<file path="src/tap_pkg.sv">
// Purpose: constants shared by the scan port block
// Assumes: three-bit instruction register, 89-cell boundary chain
// Notes:   identity fields hold arbitrary neutral values
package tap_pkg;

    // ----------------------------------------------------------------
    // widths
    // ----------------------------------------------------------------
    localparam int IR_WIDTH = 3;
    localparam int ID_WIDTH = 32;
    localparam int BSR_LEN = 89;

    // ----------------------------------------------------------------
    // instruction codes
    // ----------------------------------------------------------------
    localparam logic [2:0] INS_EXT_TEST = 3'h0;
    localparam logic [2:0] INS_IDENT = 3'h1;
    localparam logic [2:0] INS_SAMPLE_Z = 3'h2;
    localparam logic [2:0] INS_SAMPLE = 3'h4;
    localparam logic [2:0] INS_BYPASS = 3'h7;
    // capture pattern for the instruction register
    localparam logic [2:0] IR_CAPTURE = 3'h1;

    // ----------------------------------------------------------------
    // identification fields
    // ----------------------------------------------------------------
    localparam int REV_MSB = 31;
    localparam int REV_LSB = 29;
    localparam int DEV_MSB = 28;
    localparam int DEV_LSB = 12;
    localparam int MFR_MSB = 11;
    localparam int MFR_LSB = 1;
    localparam int PRESENT_BIT = 0;
    // arbitrary value
    localparam logic [2:0] REV_DEFAULT = 3'h0;
    // arbitrary value
    localparam logic [16:0] DEV_DEFAULT = 17'h00a5a;
    // arbitrary value
    localparam logic [10:0] MFR_DEFAULT = 11'h05a;

    // ----------------------------------------------------------------
    // boundary chain layout (index 0 is chain bit 1)
    // ----------------------------------------------------------------
    localparam int CTRL_CELL = 88;
    localparam logic CTRL_PRESET = 1'b1;
    // set bits mark cells tied to unconnected package positions
    localparam logic [88:0] NC_MASK = 89'h0;

    typedef enum logic [3:0]
    {
        ST_RESET, ST_IDLE, ST_SEL_DR, ST_CAP_DR, ST_SH_DR, ST_EX1_DR,
        ST_PAU_DR, ST_EX2_DR, ST_UPD_DR, ST_SEL_IR, ST_CAP_IR,
        ST_SH_IR, ST_EX1_IR, ST_PAU_IR, ST_EX2_IR, ST_UPD_IR
    } tap_state_t;

endpackage

</file>
<file path="src/tap_step_if.sv">
// Purpose: carries the test clock edge events between modules
// Assumes: all signals on SYS_CLK
// Notes:   rise and fall are one-cycle pulses; tms and tdi are levels
`timescale 1ns/1ps
interface tap_step_if;
    logic rise;
    logic fall;
    logic tms;
    logic tdi;
    modport src (output rise, output fall, output tms, output tdi);
    modport dst (input rise, input fall, input tms, input tdi);
endinterface

</file>
<file path="src/tap_edge_sync.sv">
// Purpose: synchronise the test pins and find test clock edges
// Assumes: test clock far slower than SYS_CLK
// Notes:   tms and tdi are sampled from the second stage
`timescale 1ns/1ps
module tap_edge_sync
(
    input wire logic clk,
    input wire logic rst_n,
    input wire logic tck_in,
    input wire logic tms_in,
    input wire logic tdi_in,
    tap_step_if.src step
);

    logic [2:0] meta_q;
    logic [2:0] sync_q;
    logic tck_old_q;

    always_ff @(posedge clk or negedge rst_n)
    begin
        if (!rst_n)
        begin
            meta_q <= 3'h0;
            sync_q <= 3'h0;
            tck_old_q <= 1'b0;
        end
        else
        begin
            meta_q <= {tck_in, tms_in, tdi_in};
            sync_q <= meta_q;
            tck_old_q <= sync_q[2];
        end
    end

    assign step.rise = sync_q[2] & ~tck_old_q;
    assign step.fall = ~sync_q[2] & tck_old_q;
    assign step.tms = sync_q[1];
    assign step.tdi = sync_q[0];

endmodule

</file>
<file path="src/tap_ctrl_fsm.sv">
// Purpose: sixteen-state test port controller
// Assumes: advanced on each synchronised test clock rise
// Notes:   state reported to the top as a plain value
`timescale 1ns/1ps
module tap_ctrl_fsm
(
    input wire logic clk,
    input wire logic rst_n,
    tap_step_if.dst step,
    output tap_pkg::tap_state_t state
);

    tap_pkg::tap_state_t st_q;
    tap_pkg::tap_state_t st_d;

    always_comb
    begin
        st_d = st_q;
        case (st_q)
            tap_pkg::ST_RESET:
                st_d = step.tms ? tap_pkg::ST_RESET : tap_pkg::ST_IDLE;
            tap_pkg::ST_IDLE:
                st_d = step.tms ? tap_pkg::ST_SEL_DR : tap_pkg::ST_IDLE;
            tap_pkg::ST_SEL_DR:
                st_d = step.tms ? tap_pkg::ST_SEL_IR : tap_pkg::ST_CAP_DR;
            tap_pkg::ST_CAP_DR, tap_pkg::ST_SH_DR:
                st_d = step.tms ? tap_pkg::ST_EX1_DR : tap_pkg::ST_SH_DR;
            tap_pkg::ST_EX1_DR:
                st_d = step.tms ? tap_pkg::ST_UPD_DR : tap_pkg::ST_PAU_DR;
            tap_pkg::ST_PAU_DR:
                st_d = step.tms ? tap_pkg::ST_EX2_DR : tap_pkg::ST_PAU_DR;
            tap_pkg::ST_EX2_DR:
                st_d = step.tms ? tap_pkg::ST_UPD_DR : tap_pkg::ST_SH_DR;
            tap_pkg::ST_UPD_DR, tap_pkg::ST_UPD_IR:
                st_d = step.tms ? tap_pkg::ST_SEL_DR : tap_pkg::ST_IDLE;
            tap_pkg::ST_SEL_IR:
                st_d = step.tms ? tap_pkg::ST_RESET : tap_pkg::ST_CAP_IR;
            tap_pkg::ST_CAP_IR, tap_pkg::ST_SH_IR:
                st_d = step.tms ? tap_pkg::ST_EX1_IR : tap_pkg::ST_SH_IR;
            tap_pkg::ST_EX1_IR:
                st_d = step.tms ? tap_pkg::ST_UPD_IR : tap_pkg::ST_PAU_IR;
            tap_pkg::ST_PAU_IR:
                st_d = step.tms ? tap_pkg::ST_EX2_IR : tap_pkg::ST_PAU_IR;
            tap_pkg::ST_EX2_IR:
                st_d = step.tms ? tap_pkg::ST_UPD_IR : tap_pkg::ST_SH_IR;
            default:
                st_d = tap_pkg::ST_RESET;
        endcase
    end

    always_ff @(posedge clk or negedge rst_n)
    begin
        if (!rst_n)
            st_q <= tap_pkg::ST_RESET;
        else if (step.rise)
            st_q <= st_d;
    end

    assign state = st_q;

endmodule

</file>
<file path="src/sram_scan_tap.sv">
// Purpose: boundary scan test port of a pipelined synchronous SRAM
// Assumes: SYS_CLK at least four times the test clock rate
// Notes:   scan data shifts in at the top cell and leaves at cell 0
//
// Behaviour
// - boundary chain holds 89 cells, the last an internal control cell
// - code 000 external test: chain selected, ring captured, outputs set by control cell
// - code 001 identification: 32-bit value loaded and shifted
// - code 010 sample with high impedance: chain selected, outputs off
// - code 100 sample/preload: ring captured, chain selected, SRAM untouched
// - code 111 bypass: one-bit register on serial path
// - identification bits 31:29 hold the revision
// - identification bits 28:12 hold the fixed device code
// - identification bits 11:1 hold the manufacturer code
// - identification bit 0 always reads 1
// - cells of unconnected positions hold fixed low
// - control cell 89 presets high until updated otherwise
// - instruction register is three bits wide
// - identification is the instruction after power-up and test reset
// - during external test the control cell enables or blocks outputs
`timescale 1ns/1ps
module sram_scan_tap
#(
    parameter logic [2:0] REVISION = tap_pkg::REV_DEFAULT,
    parameter logic [16:0] DEVICE_CODE = tap_pkg::DEV_DEFAULT,
    parameter logic [10:0] MAKER_CODE = tap_pkg::MFR_DEFAULT
)
(
    input wire logic SYS_CLK,
    input wire logic NRST,
    input wire logic TEST_CLK,
    input wire logic TEST_MODE,
    input wire logic TEST_DIN,
    input wire logic [tap_pkg::BSR_LEN-1:0] RING_IN,
    output logic TEST_DOUT,
    output logic TEST_DOUT_OE,
    output logic [tap_pkg::BSR_LEN-1:0] RING_OUT,
    output logic RING_TEST_MODE,
    output logic SRAM_OUT_EN
);

    // ----------------------------------------------------------------
    // pin synchroniser and controller
    // ----------------------------------------------------------------
    tap_step_if step ();
    tap_pkg::tap_state_t state;

    tap_edge_sync u_sync
    (
        .clk(SYS_CLK),
        .rst_n(NRST),
        .tck_in(TEST_CLK),
        .tms_in(TEST_MODE),
        .tdi_in(TEST_DIN),
        .step(step)
    );

    tap_ctrl_fsm u_fsm
    (
        .clk(SYS_CLK),
        .rst_n(NRST),
        .step(step),
        .state(state)
    );

    // ----------------------------------------------------------------
    // instruction register
    // ----------------------------------------------------------------
    logic [tap_pkg::IR_WIDTH-1:0] ir_sh_q;
    logic [tap_pkg::IR_WIDTH-1:0] ir_q;

    always_ff @(posedge SYS_CLK or negedge NRST)
    begin
        if (!NRST)
            ir_sh_q <= tap_pkg::IR_CAPTURE;
        else if (step.rise)
        begin
            if (state == tap_pkg::ST_CAP_IR)
                ir_sh_q <= tap_pkg::IR_CAPTURE;
            else if (state == tap_pkg::ST_SH_IR)
                ir_sh_q <= {step.tdi, ir_sh_q[tap_pkg::IR_WIDTH-1:1]};
        end
    end

    // reserved codes are not trapped; they simply act as bypass
    always_ff @(posedge SYS_CLK or negedge NRST)
    begin
        if (!NRST)
            ir_q <= tap_pkg::INS_IDENT;
        else if (step.fall)
        begin
            if (state == tap_pkg::ST_RESET)
                ir_q <= tap_pkg::INS_IDENT;
            else if (state == tap_pkg::ST_UPD_IR)
                ir_q <= ir_sh_q;
        end
    end

    logic sel_bsr;
    logic sel_id;
    logic outs_off;
    always_comb
    begin
        sel_bsr = 1'b0;
        sel_id = 1'b0;
        outs_off = 1'b0;
        case (ir_q)
            tap_pkg::INS_EXT_TEST:
                sel_bsr = 1'b1;
            tap_pkg::INS_IDENT:
                sel_id = 1'b1;
            tap_pkg::INS_SAMPLE_Z:
            begin
                sel_bsr = 1'b1;
                outs_off = 1'b1;
            end
            tap_pkg::INS_SAMPLE:
                sel_bsr = 1'b1;
            default:
                sel_bsr = 1'b0; // bypass and reserved codes
        endcase
    end

    // ----------------------------------------------------------------
    // identification register
    // ----------------------------------------------------------------
    logic [tap_pkg::ID_WIDTH-1:0] id_value;
    always_comb
    begin
        id_value = '0;
        id_value[tap_pkg::REV_MSB:tap_pkg::REV_LSB] = REVISION;
        id_value[tap_pkg::DEV_MSB:tap_pkg::DEV_LSB] = DEVICE_CODE;
        id_value[tap_pkg::MFR_MSB:tap_pkg::MFR_LSB] = MAKER_CODE;
        id_value[tap_pkg::PRESENT_BIT] = 1'b1;
    end

    logic [tap_pkg::ID_WIDTH-1:0] id_sh_q;
    always_ff @(posedge SYS_CLK or negedge NRST)
    begin
        if (!NRST)
            id_sh_q <= '0;
        else if (step.rise && sel_id)
        begin
            if (state == tap_pkg::ST_CAP_DR)
                id_sh_q <= id_value;
            else if (state == tap_pkg::ST_SH_DR)
                id_sh_q <= {step.tdi, id_sh_q[tap_pkg::ID_WIDTH-1:1]};
        end
    end

    // ----------------------------------------------------------------
    // bypass register
    // ----------------------------------------------------------------
    logic byp_q;
    always_ff @(posedge SYS_CLK or negedge NRST)
    begin
        if (!NRST)
            byp_q <= 1'b0;
        else if (step.rise)
        begin
            if (state == tap_pkg::ST_CAP_DR)
                byp_q <= 1'b0;
            else if (state == tap_pkg::ST_SH_DR)
                byp_q <= step.tdi;
        end
    end

    // ----------------------------------------------------------------
    // ring synchroniser
    // ----------------------------------------------------------------
    // the ring moves on the SRAM clock; a capture may meet a bit in
    // flight, and the two stages keep that from going metastable
    logic [tap_pkg::BSR_LEN-1:0] ring_meta_q;
    logic [tap_pkg::BSR_LEN-1:0] ring_sync_q;

    always_ff @(posedge SYS_CLK or negedge NRST)
    begin
        if (!NRST)
        begin
            ring_meta_q <= '0;
            ring_sync_q <= '0;
        end
        else
        begin
            ring_meta_q <= RING_IN;
            ring_sync_q <= ring_meta_q;
        end
    end

    // ----------------------------------------------------------------
    // boundary chain: shift stage and update latch
    // ----------------------------------------------------------------
    logic [tap_pkg::BSR_LEN-1:0] bsr_sh_q;
    logic [tap_pkg::BSR_LEN-1:0] bsr_up_q;
    logic [tap_pkg::BSR_LEN-1:0] preset_v;
    logic [tap_pkg::BSR_LEN-1:0] cap_v;

    // reset pattern: control cell high, every other cell low
    localparam logic [tap_pkg::BSR_LEN-1:0] CELL_PRESET =
        {{(tap_pkg::BSR_LEN-1){1'b0}}, tap_pkg::CTRL_PRESET}
        << tap_pkg::CTRL_CELL;

    always_comb
    begin
        preset_v = '0;
        preset_v[tap_pkg::CTRL_CELL] = tap_pkg::CTRL_PRESET;
        // the control cell has no ball; it captures its own latched value
        cap_v = ring_sync_q & ~tap_pkg::NC_MASK;
        cap_v[tap_pkg::CTRL_CELL] = bsr_up_q[tap_pkg::CTRL_CELL];
    end

    always_ff @(posedge SYS_CLK or negedge NRST)
    begin
        if (!NRST)
            bsr_sh_q <= '0;
        else if (step.rise && sel_bsr)
        begin
            if (state == tap_pkg::ST_CAP_DR)
                bsr_sh_q <= cap_v;
            else if (state == tap_pkg::ST_SH_DR)
                bsr_sh_q <= {step.tdi,
                    bsr_sh_q[tap_pkg::BSR_LEN-1:1]};
        end
    end

    // update on the falling edge, as the standard asks for update states
    always_ff @(posedge SYS_CLK or negedge NRST)
    begin
        if (!NRST)
            bsr_up_q <= CELL_PRESET;
        else if (step.fall)
        begin
            if (state == tap_pkg::ST_RESET)
                bsr_up_q <= preset_v;
            else if (state == tap_pkg::ST_UPD_DR && sel_bsr)
                bsr_up_q <= bsr_sh_q & ~tap_pkg::NC_MASK;
        end
    end

    // ----------------------------------------------------------------
    // serial output, changes on the falling test clock edge
    // ----------------------------------------------------------------
    logic dout_d;
    logic shifting;
    always_comb
    begin
        shifting = (state == tap_pkg::ST_SH_DR)
            || (state == tap_pkg::ST_SH_IR);
        if (state == tap_pkg::ST_SH_IR)
            dout_d = ir_sh_q[0];
        else if (sel_bsr)
            dout_d = bsr_sh_q[0];
        else if (sel_id)
            dout_d = id_sh_q[0];
        else
            dout_d = byp_q;
    end

    always_ff @(posedge SYS_CLK or negedge NRST)
    begin
        if (!NRST)
            TEST_DOUT <= 1'b0;
        else if (step.fall)
            TEST_DOUT <= dout_d;
    end

    // enabled only in the shift states, so that several parts may share
    // one serial return line
    always_ff @(posedge SYS_CLK or negedge NRST)
    begin
        if (!NRST)
            TEST_DOUT_OE <= 1'b0;
        else if (step.fall)
            TEST_DOUT_OE <= shifting;
    end

    // ----------------------------------------------------------------
    // SRAM side controls
    // ----------------------------------------------------------------
    always_ff @(posedge SYS_CLK or negedge NRST)
    begin
        if (!NRST)
            RING_OUT <= '0;
        else
            RING_OUT <= bsr_up_q;
    end

    always_ff @(posedge SYS_CLK or negedge NRST)
    begin
        if (!NRST)
            RING_TEST_MODE <= 1'b0;
        else
            RING_TEST_MODE <= (ir_q == tap_pkg::INS_EXT_TEST);
    end

    // outside external test the cell is ignored, so a preload cannot
    // disturb normal SRAM reads
    always_ff @(posedge SYS_CLK or negedge NRST)
    begin
        if (!NRST)
            SRAM_OUT_EN <= 1'b1;
        else if (ir_q == tap_pkg::INS_EXT_TEST)
            SRAM_OUT_EN <= bsr_up_q[tap_pkg::CTRL_CELL];
        else
            SRAM_OUT_EN <= ~outs_off;
    end

endmodule

</file>
<file path="config.mk">
export PLATFORM = sky130hd
export DESIGN_NAME = sram_scan_tap
export DESIGN_NICKNAME = d
export VERILOG_FILES = /design/src/tap_pkg.sv /design/src/tap_step_if.sv /design/src/tap_edge_sync.sv /design/src/tap_ctrl_fsm.sv /design/src/sram_scan_tap.sv
export SDC_FILE = /design/constraint.sdc
export NUM_CORES = 1
export LEC_CHECK = 0
export ABC_CLOCK_PERIOD_IN_PS = 2100
export BUFFER_PORTS_ARGS = -buffer_cell sky130_fd_sc_hd__buf_2
export CORE_UTILIZATION = 52
export CTS_CLUSTER_DIAMETER = 60
export DETAILED_ROUTE_END_ITERATION = 10
export PLACE_DENSITY = 0.75
export RECOVER_POWER = 25
export SETUP_SLACK_MARGIN = 0.15
export SYNTH_ARGS = -nofsm -noshare
export SYNTH_HDL_FRONTEND = slang
export SYNTH_HIERARCHICAL = 1
export SYNTH_SLANG_ARGS = --single-unit
</file>
<file path="constraint.sdc">
create_clock -name SYS_CLK -period 2.1 [get_ports SYS_CLK]
set_input_delay 0.21 -clock SYS_CLK [delete_from_list [all_inputs] [get_ports SYS_CLK]]
set_output_delay 0.21 -clock SYS_CLK [all_outputs]
set_load 0.01 [all_outputs]
</file>
==> impl_metrics.csv <==
group,metric,value,unit
floorplan,die_h,184.8,µm
global_route,antenna_found_initial,1,
finish,layout_common_cells,"491 x dfrtp_1, 179 x buf_2, 138 x mux2_2",
clock_tree,clock-sinks,497,
timing,finalHoldViolCount,0,
global_route,grt_use_total,19.53,%
finish,finalInstanceArea,0.02278,mm²
yosys,ys_seq_area_share,71.64,%
route,vias,9724,
timing,tightest_slew,617.4,ps
critical_path,crit_required,2560,ps
yosys,synth_compound_gate_area_share,1.275,%
timing,setup_viol,0,
route,firstDrtPassIters,4,
finish,layout.nets,1603,
yosys,avgSynthCellArea,15.08,µm²
timing,slew_viol_final,0,
yosys,synth.distinct_cells,47,
floorplan,core-area,0.03270,mm²
placed_design,port-buffer-count,185,
route,antenna_left,0,
timing,fin_crit,2011,ps
critical_path,ff2ff_path_depth,5,
floorplan,io_pins,187,
yosys,syn-cell-area,0.01737,mm²
critical_path,crit_path_end_kind,"flip-flop",
timing,whs,228.3,ps
route,avgRoutedWirePerCell,17.81,µm
timing,max_clock_freq,497.2,MHz
placed_design,place_hpwl,18290,µm
route,wl,35410,µm
floorplan,die_x,184.8,µm
global_route,grt_pass1_vias,10070,
run,drv_cap,0,
critical_path,cp_max_fo,15,
pwr,p_leak,10.86,nW
timing,fin_setup_tns,0,ps
global_route,grt_max_degree,72,
yosys,synth-simple-area-share,4.279,%
worst_hold_path,hold_class,"in2async",
floorplan,design.die.area,0.03413,mm²
clock_tree,cts_root_buffer,"clkbuf_16",
yosys,ys_seq_elements,497,
timing,clock-skew-final,19.26,ps
placed_design,dpl_cell_area,0.01917,mm²
critical_path,critical_path_class,"reg2reg",
pwr,power_density,1189,mW/mm²
outcome,status,"finished clean",
finish,multi_input_area,0.004541,mm²
finish,layout-drive-gt1-share,36.18,%
route,avgViaCountPerCell,4.891,
critical_path,worstPathArrival,2470,ps
clock_tree,numCtsBuffers,49,
clock_tree,clock_path_buffers,3,
pwr,p_total,27.08,mW
global_route,overflow,0,
global_route,grt_pass1_wl,51770,µm
yosys,muxShareOfSynthArea,18.90,%
route,drt_iter0_markers,466,
yosys,synth_top_family_by_area,"multiplexers",
clock_tree,cts_tree,"done",
placed_design,gp_congestion,0.7602,
timing,grt_setup_unrepaired,"yes",
clock_tree,htree_levels,2,
floorplan,start_util,53.11,%
finish,fillCellCount,2170,
finish,area_delta_synth_final,31.14,%
yosys,synthCells,1152,
yosys,synth_xor_area_share,0,%
critical_path,rr_startpoint,"u_fsm/state[1]$_DFFE_PN0P_",
finish,fin_cells,1988,
finish,seq_area,0.01244,mm²
route,drc_errors,0,
yosys,ys_warn_count,6,
clock_tree,clk_latency,580,ps
timing,post-route-period-util,95.77,%
clock_tree,clk_pin_slew_worst_paths,60,ps
pwr,ir_drop,840.2,µV
critical_path,start_kind,"flip-flop",
finish,final_common_cell,"dfrtp_1",
critical_path,startpoint,"u_fsm/state[1]$_DFFE_PN0P_",
timing,slew_headroom,58.84,%
yosys,synth_fa_ha_area_share,0,%
yosys,syn-num-nets,1246,
placed_design,place_inst,1769,
floorplan,rows,66,
-- cell type report --
cell class | count | area share (%)
Antenna cell | 1 | 0.01099
Clock buffer | 73 | 6.263
Clock inverter | 14 | 0.8900
Inverter | 105 | 1.730
Multi-Input combinational cell | 497 | 19.94
Sequential cell | 497 | 54.64
Tap cell | 442 | 2.428
Timing Repair Buffer | 359 | 14.10
-- worst max-delay path, cell delays in order (launching register included) --
cell and delay [ps]:
dfrtp_2 420, or3b_4 430, a211oi_4 280, buf_6 230, buf_16 170, mux2_2 350
-- through the flow --
stage | setup slack [ps] | util, %
after floorplan | 128.0 | -
after global placement | 76.41 | 58.63
after detailed placement | 26.40 | 58.63
after CTS | 73.65 | 67.08
after global routing | 2.593 | 69.65
final | 88.80 | 69.65
-- report_power, final --
part / switching, mW / leakage (nW) / internal, mW
Combinational: 2.96 / 3.60 / 3.20
Sequential: 0.933 / 6.47 / 11.2
Clock: 3.57 / 0.797 / 5.19
Total: 7.47 / 10.9 / 19.6
-- path summary, 6_finish.rpt --
kind | slack, ps | end
max | 90 | bsr_sh_q[31]$_DFFE_PN0P_
min in group SYS_CLK | 270 | ring_meta_q[31]$_DFF_PN0_
max reg2reg | 90 | bsr_sh_q[31]$_DFFE_PN0P_
min | 230 | ring_meta_q[70]$_DFF_PN0_
min reg2reg | 340 | ring_sync_q[2]$_DFF_PN0_
max in group asynchronous | 1030 | ring_sync_q[14]$_DFF_PN0_
-- flip-flops by register name, indices dropped and copies added, names as in the netlist, 3 cells and up --
register	count
ir_q	3
ring_meta_q	88
id_sh_q	32
u_sync/meta_q	3
bsr_sh_q	89
ring_sync_q	88
bsr_up_q	89
u_fsm/state	4
ir_sh_q	3
u_sync/sync_q	3
RING_OUT	89
-- repair_timing --
action,in CTS,in global routing
endpoints found under the setup margin,121,196
hold buffers,92,0
pin swaps,2,2
endpoints found under the hold margin,147,0
resized for setup,15,86
gates cloned,3,18
buffers inserted,10,8
-- layer usage --
metal | part of all wire [%] | up-vias | routed length, µm | global-route usage, %
met2 | 52 | 212 | 18260 | 32.95
li1 | - | 4506 | - | -
met1 | 42 | 4944 | 14740 | 25.11
met5 | 0 | - | 0 | 0
met3 | 4.2 | 62 | 1497 | 3.774
met4 | 2.6 | 0 | 909 | 7.405
-- cell families (layout without fill, tap and decap cells) --
| kind of cell | Yosys count | count (layout) |
|---|---|---|
| flops | 497 | 497 |
| mux | 303 | 303 |
| simple gates | 163 | 163 |
| buf+inv | 158 | 551 |
| compound gates | 31 | 31 |
| other cells | 0 | 1 |
-- synthesized netlist by cell type (all sizes together) --
library cell | instances | share of area, %
a211oi | 4 | 0.27
dfstp | 4 | 0.61
a21o | 1 | 0.043
or3b | 2 | 0.12
and2b | 1 | 0.050
and4bb | 1 | 0.072
o211ai | 1 | 0.072
a21oi | 9 | 0.26
inv | 105 | 2.3
or2 | 1 | 0.036
or2b | 1 | 0.043
dfrtp | 493 | 71
nor3b | 2 | 0.086
nand2b | 2 | 0.072
or4 | 1 | 0.043
o2111ai | 1 | 0.050
mux2i | 103 | 5.9
a31oi | 2 | 0.072
o31ai | 1 | 0.043
o221ai | 1 | 0.050
nor4b | 1 | 0.050
nand4b | 2 | 0.10
buf | 38 | 1.3
nand3b | 1 | 0.043
o22ai | 1 | 0.036
nand4 | 2 | 0.072
o311ai | 2 | 0.10
nor2 | 22 | 0.48
nand3 | 2 | 0.058
nand2 | 102 | 2.2
clkbuf | 15 | 0.32
or4b | 2 | 0.12
mux2 | 200 | 13
a2bb2oi | 1 | 0.050
nor2b | 17 | 0.61
nor3 | 1 | 0.029
a211o | 1 | 0.050
o21ai | 6 | 0.17
(Power assumes the default switching activity.)
